===== config.mk =====
export PLATFORM = sky130hd
export DESIGN_NAME = wsg_top
export DESIGN_NICKNAME = d
export VERILOG_FILES = /design/src/rtl/wsg_pkg.sv /design/src/rtl/wsg_tick.sv /design/src/rtl/wsg_top.sv
export SDC_FILE = /design/constraint.sdc
export NUM_CORES = 1
export LEC_CHECK = 0
export BUFFER_PORTS_ARGS = -buffer_cell sky130_fd_sc_hd__buf_4
export CORE_ASPECT_RATIO = 0.5
export CORE_MARGIN = 3
export CORE_UTILIZATION = 60
export DETAILED_ROUTE_END_ITERATION = 10
export GPL_TIMING_DRIVEN = 0
export PLACE_DENSITY = 0.8
export SLEW_MARGIN = 5
export SYNTH_ARGS = -nofsm -noshare
export SYNTH_HDL_FRONTEND = slang
export SYNTH_SLANG_ARGS = --single-unit
export TNS_END_PERCENT = 50

===== constraint.sdc =====
create_clock -name clk_in -period 2.7 [get_ports clk_in]
set_input_delay 0.54 -clock clk_in [delete_from_list [all_inputs] [get_ports clk_in]]
set_output_delay 0.54 -clock clk_in [all_outputs]
set_load 0.05 [all_outputs]

===== src/rtl/wsg_pkg.sv =====
// package: constants and types of the watchdog with stop/wait guard
// What this block does
// - watchdog is a 7-bit low and an 8-bit high stage, counting down.
// - reset or high-stage write loads high with FF and low with 7F.
// - watchdog stays halted after reset until the high stage is written.
// - internal reset fires when high-stage bit 7 becomes zero.
// - after the 2000 ns reset hold the device leaves reset at the reset vector.
// - count freezes in stop mode and resumes once stop is released.
// - count keeps running in wait mode.
// - write to trip is 16.384 ms, or 32.768 ms with mode bit 3 set.
// - count runs in the 2048-cycle stop-release wait; software keeps margin.
// - stop and wait instructions are disabled after reset.
// - enable register changes only on two equal successive writes.
// - stop exits on reset or interrupt; clock returns after release delay on interrupt, at once on reset.
package wsg_pkg;
  localparam int CLK_NS = 25;
  localparam int OSC_NS = 125;
  // low stage source is oscillator/8
  localparam int TICK_NS = 8 * OSC_NS;
  localparam logic [6:0] TICK_CYC = 7'(TICK_NS / CLK_NS);
  localparam logic [6:0] TICK_CYC_SLOW = 7'(2 * TICK_NS / CLK_NS);
  localparam int TRIP_US_FAST = 16384;
  localparam int TRIP_US_SLOW = 32768;
  localparam int TRIP_CYC_FAST = TRIP_US_FAST * 1000 / CLK_NS;
  localparam int TRIP_CYC_SLOW = TRIP_US_SLOW * 1000 / CLK_NS;
  localparam int RELEASE_OSC = 2048;
  localparam int RELEASE_NS = RELEASE_OSC * OSC_NS;
  localparam int RELEASE_CYC = RELEASE_NS / CLK_NS;
  localparam int RST_HOLD_NS = 2000;
  localparam int RST_HOLD_CYC = RST_HOLD_NS / CLK_NS;
  localparam logic [7:0] HIGH_INIT = 8'hFF;
  localparam logic [6:0] LOW_INIT = 7'h7F;
  localparam int HIGH_TRIP_BIT = 7;
  localparam int SWC_STOP_BIT = 0;
  localparam int SWC_WAIT_BIT = 1;
  localparam logic [1:0] SWC_RESET = 2'h0;

  typedef enum logic [1:0] {
    WSG_RUN = 2'b00,
    WSG_STOP = 2'b01,
    WSG_REL = 2'b10,
    WSG_WAIT = 2'b11
  } wsg_mode_t;

  typedef struct packed {
    logic wr;
    logic [1:0] data;
  } wsg_ctl_wr_t;

  typedef struct packed {
    logic stop_en;
    logic wait_en;
    logic stop_mode;
    logic wait_mode;
    logic clk_en;
  } wsg_status_t;

  typedef struct packed {
    wsg_mode_t mode;
    logic armed;
    logic [6:0] low;
    logic [7:0] high;
    logic [1:0] swc;
    logic pend_v;
    logic [1:0] pend;
    logic [6:0] rst_cnt;
    logic in_rst;
    logic vec;
    logic [13:0] rel_cnt;
  } wsg_state_t;

  typedef struct packed {
    logic [6:0] cnt;
  } wsg_tick_state_t;
endpackage


===== src/rtl/wsg_tick.sv =====
// module: low-stage tick prescaler, period chosen by cpu mode bit 3
`timescale 1ns/1ps
module wsg_tick #(
  parameter int TICK_CYCLES = int'(wsg_pkg::TICK_CYC)
) (
  input wire logic clk_in,
  input wire logic rst_n_in,
  input wire logic run_in,
  input wire logic clear_in,
  input wire logic slow_in,
  output logic tick_out
);
  wsg_pkg::wsg_tick_state_t q;
  wsg_pkg::wsg_tick_state_t d;
  logic [6:0] last;

  // slow mode doubles the period of the low stage
  assign last = slow_in ? 7'(2 * TICK_CYCLES - 1) : 7'(TICK_CYCLES - 1);
  assign tick_out = run_in && (q.cnt >= last);

  // counter only advances while running, so stop freezes its phase unless a high-stage write clears it
  always_comb
  begin
    d = q;
    if (clear_in)
    begin
      d.cnt = 7'h00;
    end
    else if (run_in)
    begin
      d.cnt = tick_out ? 7'h00 : q.cnt + 7'h01;
    end
  end

  always_ff @(posedge clk_in or negedge rst_n_in)
  begin
    if (!rst_n_in)
    begin
      q <= '0;
    end
    else
    begin
      q <= d;
    end
  end
endmodule


===== src/rtl/wsg_top.sv =====
// module: watchdog timer with guarded stop/wait enables and power-down states
`timescale 1ns/1ps
module wsg_top #(
  parameter int RELEASE_CYCLES = wsg_pkg::RELEASE_CYC,
  // cycles per low-stage tick; only a short-run copy overrides it
  parameter int TICK_CYCLES = int'(wsg_pkg::TICK_CYC)
) (
  input wire logic clk_in,
  input wire logic rst_n_in,
  input wire logic wdh_wr_in,
  input wire wsg_pkg::wsg_ctl_wr_t swc_wr_in,
  input wire logic other_wr_in,
  input wire logic cpu_mode_slow_in,
  input wire logic stop_instruction_in,
  input wire logic wait_instruction_in,
  input wire logic wake_in,
  output logic internal_reset_out,
  output logic vector_fetch_out,
  output logic [7:0] wdg_high_out,
  output wsg_pkg::wsg_status_t status_out
);
  localparam wsg_pkg::wsg_state_t RESET_STATE = '{
    mode: wsg_pkg::WSG_RUN,
    armed: 1'b0,
    low: wsg_pkg::LOW_INIT,
    high: wsg_pkg::HIGH_INIT,
    swc: wsg_pkg::SWC_RESET,
    pend_v: 1'b0,
    pend: 2'h0,
    rst_cnt: 7'h00,
    in_rst: 1'b0,
    vec: 1'b0,
    rel_cnt: 14'h0000
  };

  wsg_pkg::wsg_state_t q;
  wsg_pkg::wsg_state_t d;
  logic run;
  logic tick;
  logic trip;

  // count only when armed, out of reset and not in stop
  assign run = q.armed && !q.in_rst && (q.mode != wsg_pkg::WSG_STOP);
  assign trip = q.armed && !q.in_rst && !q.high[wsg_pkg::HIGH_TRIP_BIT];

  wsg_tick #(.TICK_CYCLES(TICK_CYCLES)) u_tick (
    .clk_in(clk_in),
    .rst_n_in(rst_n_in),
    .run_in(run),
    .clear_in(wdh_wr_in || q.in_rst),
    .slow_in(cpu_mode_slow_in),
    .tick_out(tick)
  );

  // next-state logic; a trip overrides everything else in its cycle
  always_comb
  begin
    d = q;
    d.vec = 1'b0;
    if (q.in_rst)
    begin
      // internal reset holds for RST_HOLD_CYC cycles (2000 ns), then vector fetch
      if (q.rst_cnt == 7'h00)
      begin
        d.in_rst = 1'b0;
        d.vec = 1'b1;
      end
      else
      begin
        d.rst_cnt = q.rst_cnt - 7'h01;
      end
    end
    else
    begin
      // data value of a high-stage write is irrelevant
      if (wdh_wr_in)
      begin
        d.high = wsg_pkg::HIGH_INIT;
        d.low = wsg_pkg::LOW_INIT;
        d.armed = 1'b1;
      end
      else if (tick)
      begin
        // low underflow borrows from the high stage
        if (q.low == 7'h00)
        begin
          d.low = wsg_pkg::LOW_INIT;
          d.high = q.high - 8'h01;
        end
        else
        begin
          d.low = q.low - 7'h01;
        end
      end
      // two equal writes in a row; any other bus write breaks the pair
      if (swc_wr_in.wr)
      begin
        if (q.pend_v && (q.pend == swc_wr_in.data))
        begin
          d.swc = swc_wr_in.data;
          d.pend_v = 1'b0;
        end
        else
        begin
          d.pend_v = 1'b1;
          d.pend = swc_wr_in.data;
        end
      end
      else if (other_wr_in || wdh_wr_in)
      begin
        d.pend_v = 1'b0;
      end
      // power-down sequencing
      case (q.mode)
        wsg_pkg::WSG_RUN:
        begin
          if (stop_instruction_in && q.swc[wsg_pkg::SWC_STOP_BIT])
          begin
            d.mode = wsg_pkg::WSG_STOP;
          end
          else if (wait_instruction_in && q.swc[wsg_pkg::SWC_WAIT_BIT])
          begin
            d.mode = wsg_pkg::WSG_WAIT;
          end
        end
        wsg_pkg::WSG_STOP:
        begin
          if (wake_in)
          begin
            d.mode = wsg_pkg::WSG_REL;
            d.rel_cnt = 14'(RELEASE_CYCLES - 1);
          end
        end
        wsg_pkg::WSG_REL:
        begin
          // oscillator settling; the watchdog keeps counting here
          if (q.rel_cnt == 14'h0000)
          begin
            d.mode = wsg_pkg::WSG_RUN;
          end
          else
          begin
            d.rel_cnt = q.rel_cnt - 14'h0001;
          end
        end
        wsg_pkg::WSG_WAIT:
        begin
          if (wake_in)
          begin
            d.mode = wsg_pkg::WSG_RUN;
          end
        end
        default:
        begin
          d.mode = wsg_pkg::WSG_RUN;
        end
      endcase
      // watchdog reset behaves like a full reset of this block
      if (trip)
      begin
        d = RESET_STATE;
        d.in_rst = 1'b1;
        d.rst_cnt = 7'(wsg_pkg::RST_HOLD_CYC - 1);
      end
    end
  end

  always_ff @(posedge clk_in or negedge rst_n_in)
  begin
    if (!rst_n_in)
    begin
      q <= RESET_STATE;
    end
    else
    begin
      q <= d;
    end
  end

  // outputs straight from state flops
  assign internal_reset_out = q.in_rst;
  assign vector_fetch_out = q.vec;
  assign wdg_high_out = q.high;
  assign status_out.stop_en = q.swc[wsg_pkg::SWC_STOP_BIT];
  assign status_out.wait_en = q.swc[wsg_pkg::SWC_WAIT_BIT];
  assign status_out.stop_mode = (q.mode == wsg_pkg::WSG_STOP);
  assign status_out.wait_mode = (q.mode == wsg_pkg::WSG_WAIT);
  assign status_out.clk_en = (q.mode == wsg_pkg::WSG_RUN) && !q.in_rst;

  // cycles of running since the last high-stage write, for the trip time
  localparam int AST_HOLD = wsg_pkg::RST_HOLD_CYC;
  localparam int TRIP_FAST = wsg_pkg::TRIP_CYC_FAST / int'(wsg_pkg::TICK_CYC) * TICK_CYCLES;
  localparam int TRIP_SLOW = wsg_pkg::TRIP_CYC_SLOW / int'(wsg_pkg::TICK_CYC) * TICK_CYCLES;
  logic [20:0] run_cyc_q;
  always_ff @(posedge clk_in or negedge rst_n_in)
  begin
    if (!rst_n_in)
    begin
      run_cyc_q <= 21'h000000;
    end
    else if (wdh_wr_in)
    begin
      run_cyc_q <= 21'h000001;
    end
    else if (run)
    begin
      run_cyc_q <= run_cyc_q + 21'h000001;
    end
  end
endmodule


==> flow_summary.toml, run 1 <==
[placed_design]
detailed_place_hpwl_mm = 5.434
place_ws_ps = 189.6
portBuffers = 25
gp_congestion = 0.8510

[synth]
synth.top_cells.by_count = "nor2_1, dfrtp_1, a21oi_1"
yosysWarnings = 0
yosysMostFrequentCell = "nor2_1"
async_flop_share_pct = 100.0
synthCells = 360
ys_seq_area_share_pct = 40.87
synth_fp_nets = 381
syn_area_mm2 = 0.003291
synthTopCellsByArea = "dfrtp_1, dfstp_2, a21oi_1, nor2_1, ha_1"
synthDominantCellAreaShare_pct = 28.90
syn_avg_cell_area_um2 = 9.141
yosysTopAreaCell = "dfrtp_1"
ys.flop_type = "dfrtp_1"
synth-edff-count = 0
synth_cell_types = 61
ys_ff_latch = 53

[sta]
finalSetupViolCount = 0
drv_slew = 0
timing.final.crit_share_pct = 86.52
hold_viol_final = 0
layout_setup_ws_ps = 364.0
fin_crit_ps = 2336
skew_ps = 14.81
max_clock_freq_ghz = 0.4281
worst_pin_slew_ps = 822.3
max-slew-margin-rel_pct = 44.67
final.setup.tns_ps = 0
rsz0062_at_grt = "false"

[worst_setup_path]
critPathMaxFanout = 10
crit_family = "compound AO/OA/AOI/OAI gates"
slowest_delay_ps = 520
path_cells = "inv_1 > ha_1 > nor4b_1 > nand4_2 > a221oi_4 > buf_6 > nor2_1 > o22a_1"
r2r_end = "q[10]"
end_kind = "register"
rrSetupSlack_ps = 360
arrival_ps = 2530
worstSetupPathType = "reg -> reg"
rr_startpoint = "q[0]"
critPathBufInv = 2
slowest_stage = "a221oi_4"
crit_required_ps = 2890
critPathLaunchType = "register"
reg2regPathDepth = 8

[floorplanning]
die-area_mm2 = 0.006463
core.rowCount = 18
core_mm2 = 0.005112
die_h_um = 58.37
io_pins = 26
die_w_um = 110.7
start_util_pct = 64.37

[layout]
num_antenna_cells = 0
areaGrowthSynthToFinish_pct = 11.10
drive_gt1_share_pct = 20.36
fin_nets = 413

[detailed_routing]
drt-pass1-iter-count = 5
drt_wl_total_mm = 7.591
avgRoutedWirePerCell_um = 16.40
drt_iter0_drc = 208
vias_per_cell = 6.181
vias = 2862
drc_errors = 0
ant_nets = 0

[global_route]
grt_pass1_vias = 2853
grt_busiest_layer = "met2"
grt_pass1_wl_mm = 12.78
met3_usage_pct = 4.825
gr-total-overflow = 0
met1_usage_pct = 29.94
gr-usage-met2_pct = 42.93
grtUsageTotal_pct = 24.44
grt_max_degree = 54
antenna_found_initial = 0

[outcome]
status = "completed"

[worst_hold_path]
hold_path_class = "in -> async"

[clock_tree]
clkSinkCount = 53
post_cts.repair.setup_buffers = 0
insertion_delay_ps = 310
cts_buffers = 5
cts_hold_buf = 0
cts.repair.resized = 0
root_buffer = "clkbuf_8"
cts_max_level = 2
clockBufferDepth = 2
cts.clk_slew.worst_paths_ps = 100
cts_tree = "done"

[pwr]
seq_power_share_pct = 37.5
combinationalPowerShare_pct = 47.6
ir_worst_vdd_mv = 0.5530
p_sw_share_pct = 43.60
power_frac_clock_pct = 14.8
switching_power_mw = 1.383
power_density_mw_per_mm2 = 867.9
leakagePower_nw = 1.548
internal_power_mw = 1.790

[job]
max_cap_viol_count = 0
cells by family (layout without fill, tap and decap cells):
kind of cell               after synthesis  count (layout)  share of synthesized area, %
and+or+nand+nor                        147             147                         24.45
AOI/OAI and AO/OA                      102             102                         21.64
DFF                                     53              53                         40.87
buffers and inverters                   38              71                         6.426
adders and majority gates               10              10                         3.802
xor gates and xnor gates                 6               6                         1.597
muxes                                    4               4                         1.217
flip-flops by register name, summed over array words and instances (netlist names):
register	flops
vector_fetch_out	1
q	34
wdg_high_out	8
status_out	2
u_tick.q	7
internal_reset_out	1
through the flow:
stage / hold slack [ps] / std cells / utilization (%) / power (mW) / cell area, um2
floorplan: 244.4 / 360 / - / 2.306 / 3291
global placement: 479.1 / 455 / 69.75 / 2.627 / 3566
detailed placement: 489.3 / 455 / 69.75 / 2.701 / 3566
CTS: 283.3 / 463 / 71.51 / 3.171 / 3656
global route: 293.3 / 463 / 71.51 / 3.395 / 3656
finish: 242.3 / 463 / 71.51 / 3.173 / 3656
worst max-delay path by stage:
stage / start / end / slack, ps / depth (start not counted)
after CTS: q[0] / q[10] / 390 / 8
after global routing: q[0] / q[10] / 240 / 8
after floorplan: internal_reset_out / status_out[0] / 50 / 3
after detailed placement: cpu_mode_slow_in / q[41] / 190 / 8
final: q[0] / q[10] / 360 / 8
after global placement: cpu_mode_slow_in / q[40] / 260 / 8
per-layer routing:
metal,routed length (um),vias to the layer above
met4,130,0
li1,-,1376
met5,0,-
met1,3307,1382
met2,3774,87
met3,379,17
worst reg2reg max path, cell delays in order (launching register included):
cell and delay, ps:
dfrtp_1 430, inv_1 100, ha_1 160, nor4b_1 330
nand4_2 220, a221oi_4 520, buf_6 210, nor2_1 60
o22a_1 180
power by group through the flow:
stage / sequential (mW) / clock (mW) / combinational [mW]
final: 1.19 / 0.470 / 1.51
after CTS: 1.19 / 0.481 / 1.50
after global placement: 1.18 / 0 / 1.44
after global routing: 1.22 / 0.510 / 1.66
after detailed placement: 1.20 / 0 / 1.50
after floorplan: 1.17 / 0 / 1.13
cell type report:
type,instances,area [um2]
Multi-Input combinational cell,269,1734
Fill cell,400,1456
Sequential cell,53,1345
Timing Repair Buffer,25,187.7
Buffer,25,162.7
Clock buffer,8,90.09
Tap cell,70,87.58
Inverter,13,48.80
cell usage in the layout (no fill, tap or decap), types with 5 or more instances in the layout:
master,count
dfrtp_1,38
nor3_1,15
nand3_1,11
o22a_1,13
o31ai_1,5
and3_1,7
inv_1,12
nand4_1,5
clkbuf_8,6
nor4_1,8
ha_1,10
buf_4,37
xnor2_1,5
a31oi_1,11
nor2_1,40
clkbuf_1,9
nand2_1,22
a21oi_1,30
dfstp_2,15
o21ai_0,13
Power figures use the tool's default switching activity.
==> inputs of run 2 (changes only) <==
RECOVER_POWER = 50   (was default)
TNS_END_PERCENT = default   (was 50)
==> run 2 against run 1 <==
Net effect: clock power about the same; clock-buffer cell count is the same; first-iteration DRC count is 0.48% lower.
==> flow_summary.toml, run 2 (synthesized netlist as in run 1, its figures left out) <==
[placed_design]
gp_congestion = 0.8510
place_ws_ps = 189.6
detailed_place_hpwl_mm = 5.434
portBuffers = 25
placed_cells = 455
place_area_mm2 = 0.003566

[layout]
fin_nets = 413
final_cell_mix = "nor2_1, dfrtp_1, buf_4, a21oi_1, nand2_1"
areaGrowthSynthToFinish_pct = 10.34
layout_commonest_cell = "nor2_1"
largest_reg_flops = 34
design_area_mm2 = 0.003631
num_antenna_cells = 0
top_register = "q"
final_cells = 463
drive_gt1_share_pct = 18.83

[sta]
rsz0062_at_grt = "false"
max-slew-margin-rel_pct = 10.37
timing.final.crit_share_pct = 90.24
finalSetupViolCount = 0
skew_ps = 15.75
max_clock_freq_ghz = 0.4104
final.setup.tns_ps = 0
hold_viol_final = 0
fin_crit_ps = 2436
fin_hold_ws_ps = 494.7
worst_pin_slew_ps = 1344
drv_slew = 0
layout_setup_ws_ps = 263.6

[clock_tree]
cts_max_level = 2
cts_buffers = 5
post_cts.repair.setup_buffers = 0
cts_hold_buf = 0
clkSinkCount = 53
root_buffer = "clkbuf_8"
cts.clk_slew.worst_paths_ps = 100
clockBufferDepth = 2
cts.repair.resized = 0
cts_tree = "done"
insertion_delay_ps = 320

[detailed_routing]
vias = 2873
vias_per_cell = 6.205
ant_nets = 0
drc_errors = 0
avgRoutedWirePerCell_um = 16.44
drt-pass1-iter-count = 5
drt_iter0_drc = 207
drt_wl_total_mm = 7.613

[global_route]
grt_pass1_vias = 2853
antenna_found_initial = 0
grtUsageTotal_pct = 24.44
grt_max_degree = 54
grt_pass1_wl_mm = 12.78
gr-total-overflow = 0

[floorplanning]
core.rowCount = 18
start_util_pct = 64.37
die-area_mm2 = 0.006463
core_mm2 = 0.005112
io_pins = 26
die_h_um = 58.37
die_w_um = 110.7

[worst_hold_path]
hold_path_class = "in -> async"

[worst_setup_path]
reg2regPathDepth = 8
path_cells = "clkbuf_1 > clkbuf_1 > nor3_1 > buf_4"
worstSetupPathType = "reg -> out"
rr_startpoint = "q[0]"
critPathMaxFanout = 10
crit_required_ps = 2160
cpMostUsedCell = "clkbuf_1"
arrival_ps = 1900
slowest_stage = "clkbuf_1"
r2r_end = "q[10]"
slowest_delay_ps = 510
critPathLaunchType = "register"
end_kind = "output port"
rrSetupSlack_ps = 360

[pwr]
power_density_mw_per_mm2 = 867.3
ir_worst_vdd_mv = 0.5410
leakagePower_nw = 1.524

[outcome]
status = "completed"

[job]
max_cap_viol_count = 0
-- run 2: cell count changes in the layout (fill, tap and decap cells not counted) --
cell and change:
clkbuf_2 +1, buf_4 -7, clkbuf_1 +6
-- run 2: worst max-delay path by stage --
stage | startpoint | to | slack [ps] | cells after the start
CTS | q[0] | q[10] | 390 | 8
global placement | cpu_mode_slow_in | q[40] | 260 | 8
detailed placement | cpu_mode_slow_in | q[41] | 190 | 8
global route | internal_reset_out | status_out[0] | 160 | 4
finish | internal_reset_out | status_out[0] | 260 | 4
floorplan | internal_reset_out | status_out[0] | 50 | 3
-- run 2: final cells by class --
cell class	count	area (um2)
fillers	401	1481
plain buffers	25	158.9
inverters	13	48.80
multi-input cells	269	1734
flip-flops and latches	53	1345
well taps	70	87.58
clock buffers	8	90.09
repair buffers	25	166.4
-- run 2: power by group --
part | switching, mW | total, mW | internal, mW
Clock | 0.260 | 0.470 | 0.210
Sequential | 0.190 | 1.19 | 1.00
Combinational | 0.937 | 1.49 | 0.551
Total | 1.39 | 3.15 | 1.76
-- run 2: metrics by stage --
stage | utilization [%] | power, mW
2_1_floorplan | - | 2.306
3_3_place_gp | 69.75 | 2.627
3_5_place_dp | 69.75 | 2.701
4_1_cts | 71.51 | 3.171
5_1_grt | 71.02 | 3.367
6_report | 71.02 | 3.149
-- run 2: worst max-delay path, delay by kind of cell (launching register included) --
kind / cells / cell delay (ps)
buf+inv: 3 / 1070
flops: 1 / 380
simple gates: 1 / 120
-- run 2: metal layers --
layer	share of wire (%)	GRT usage [%]	vias up
li1	-	-	1380
met1	44	29.94	1393
met2	49	42.93	75
met3	4.7	4.825	25
met4	1.9	11.58	0
met5	0	0	-
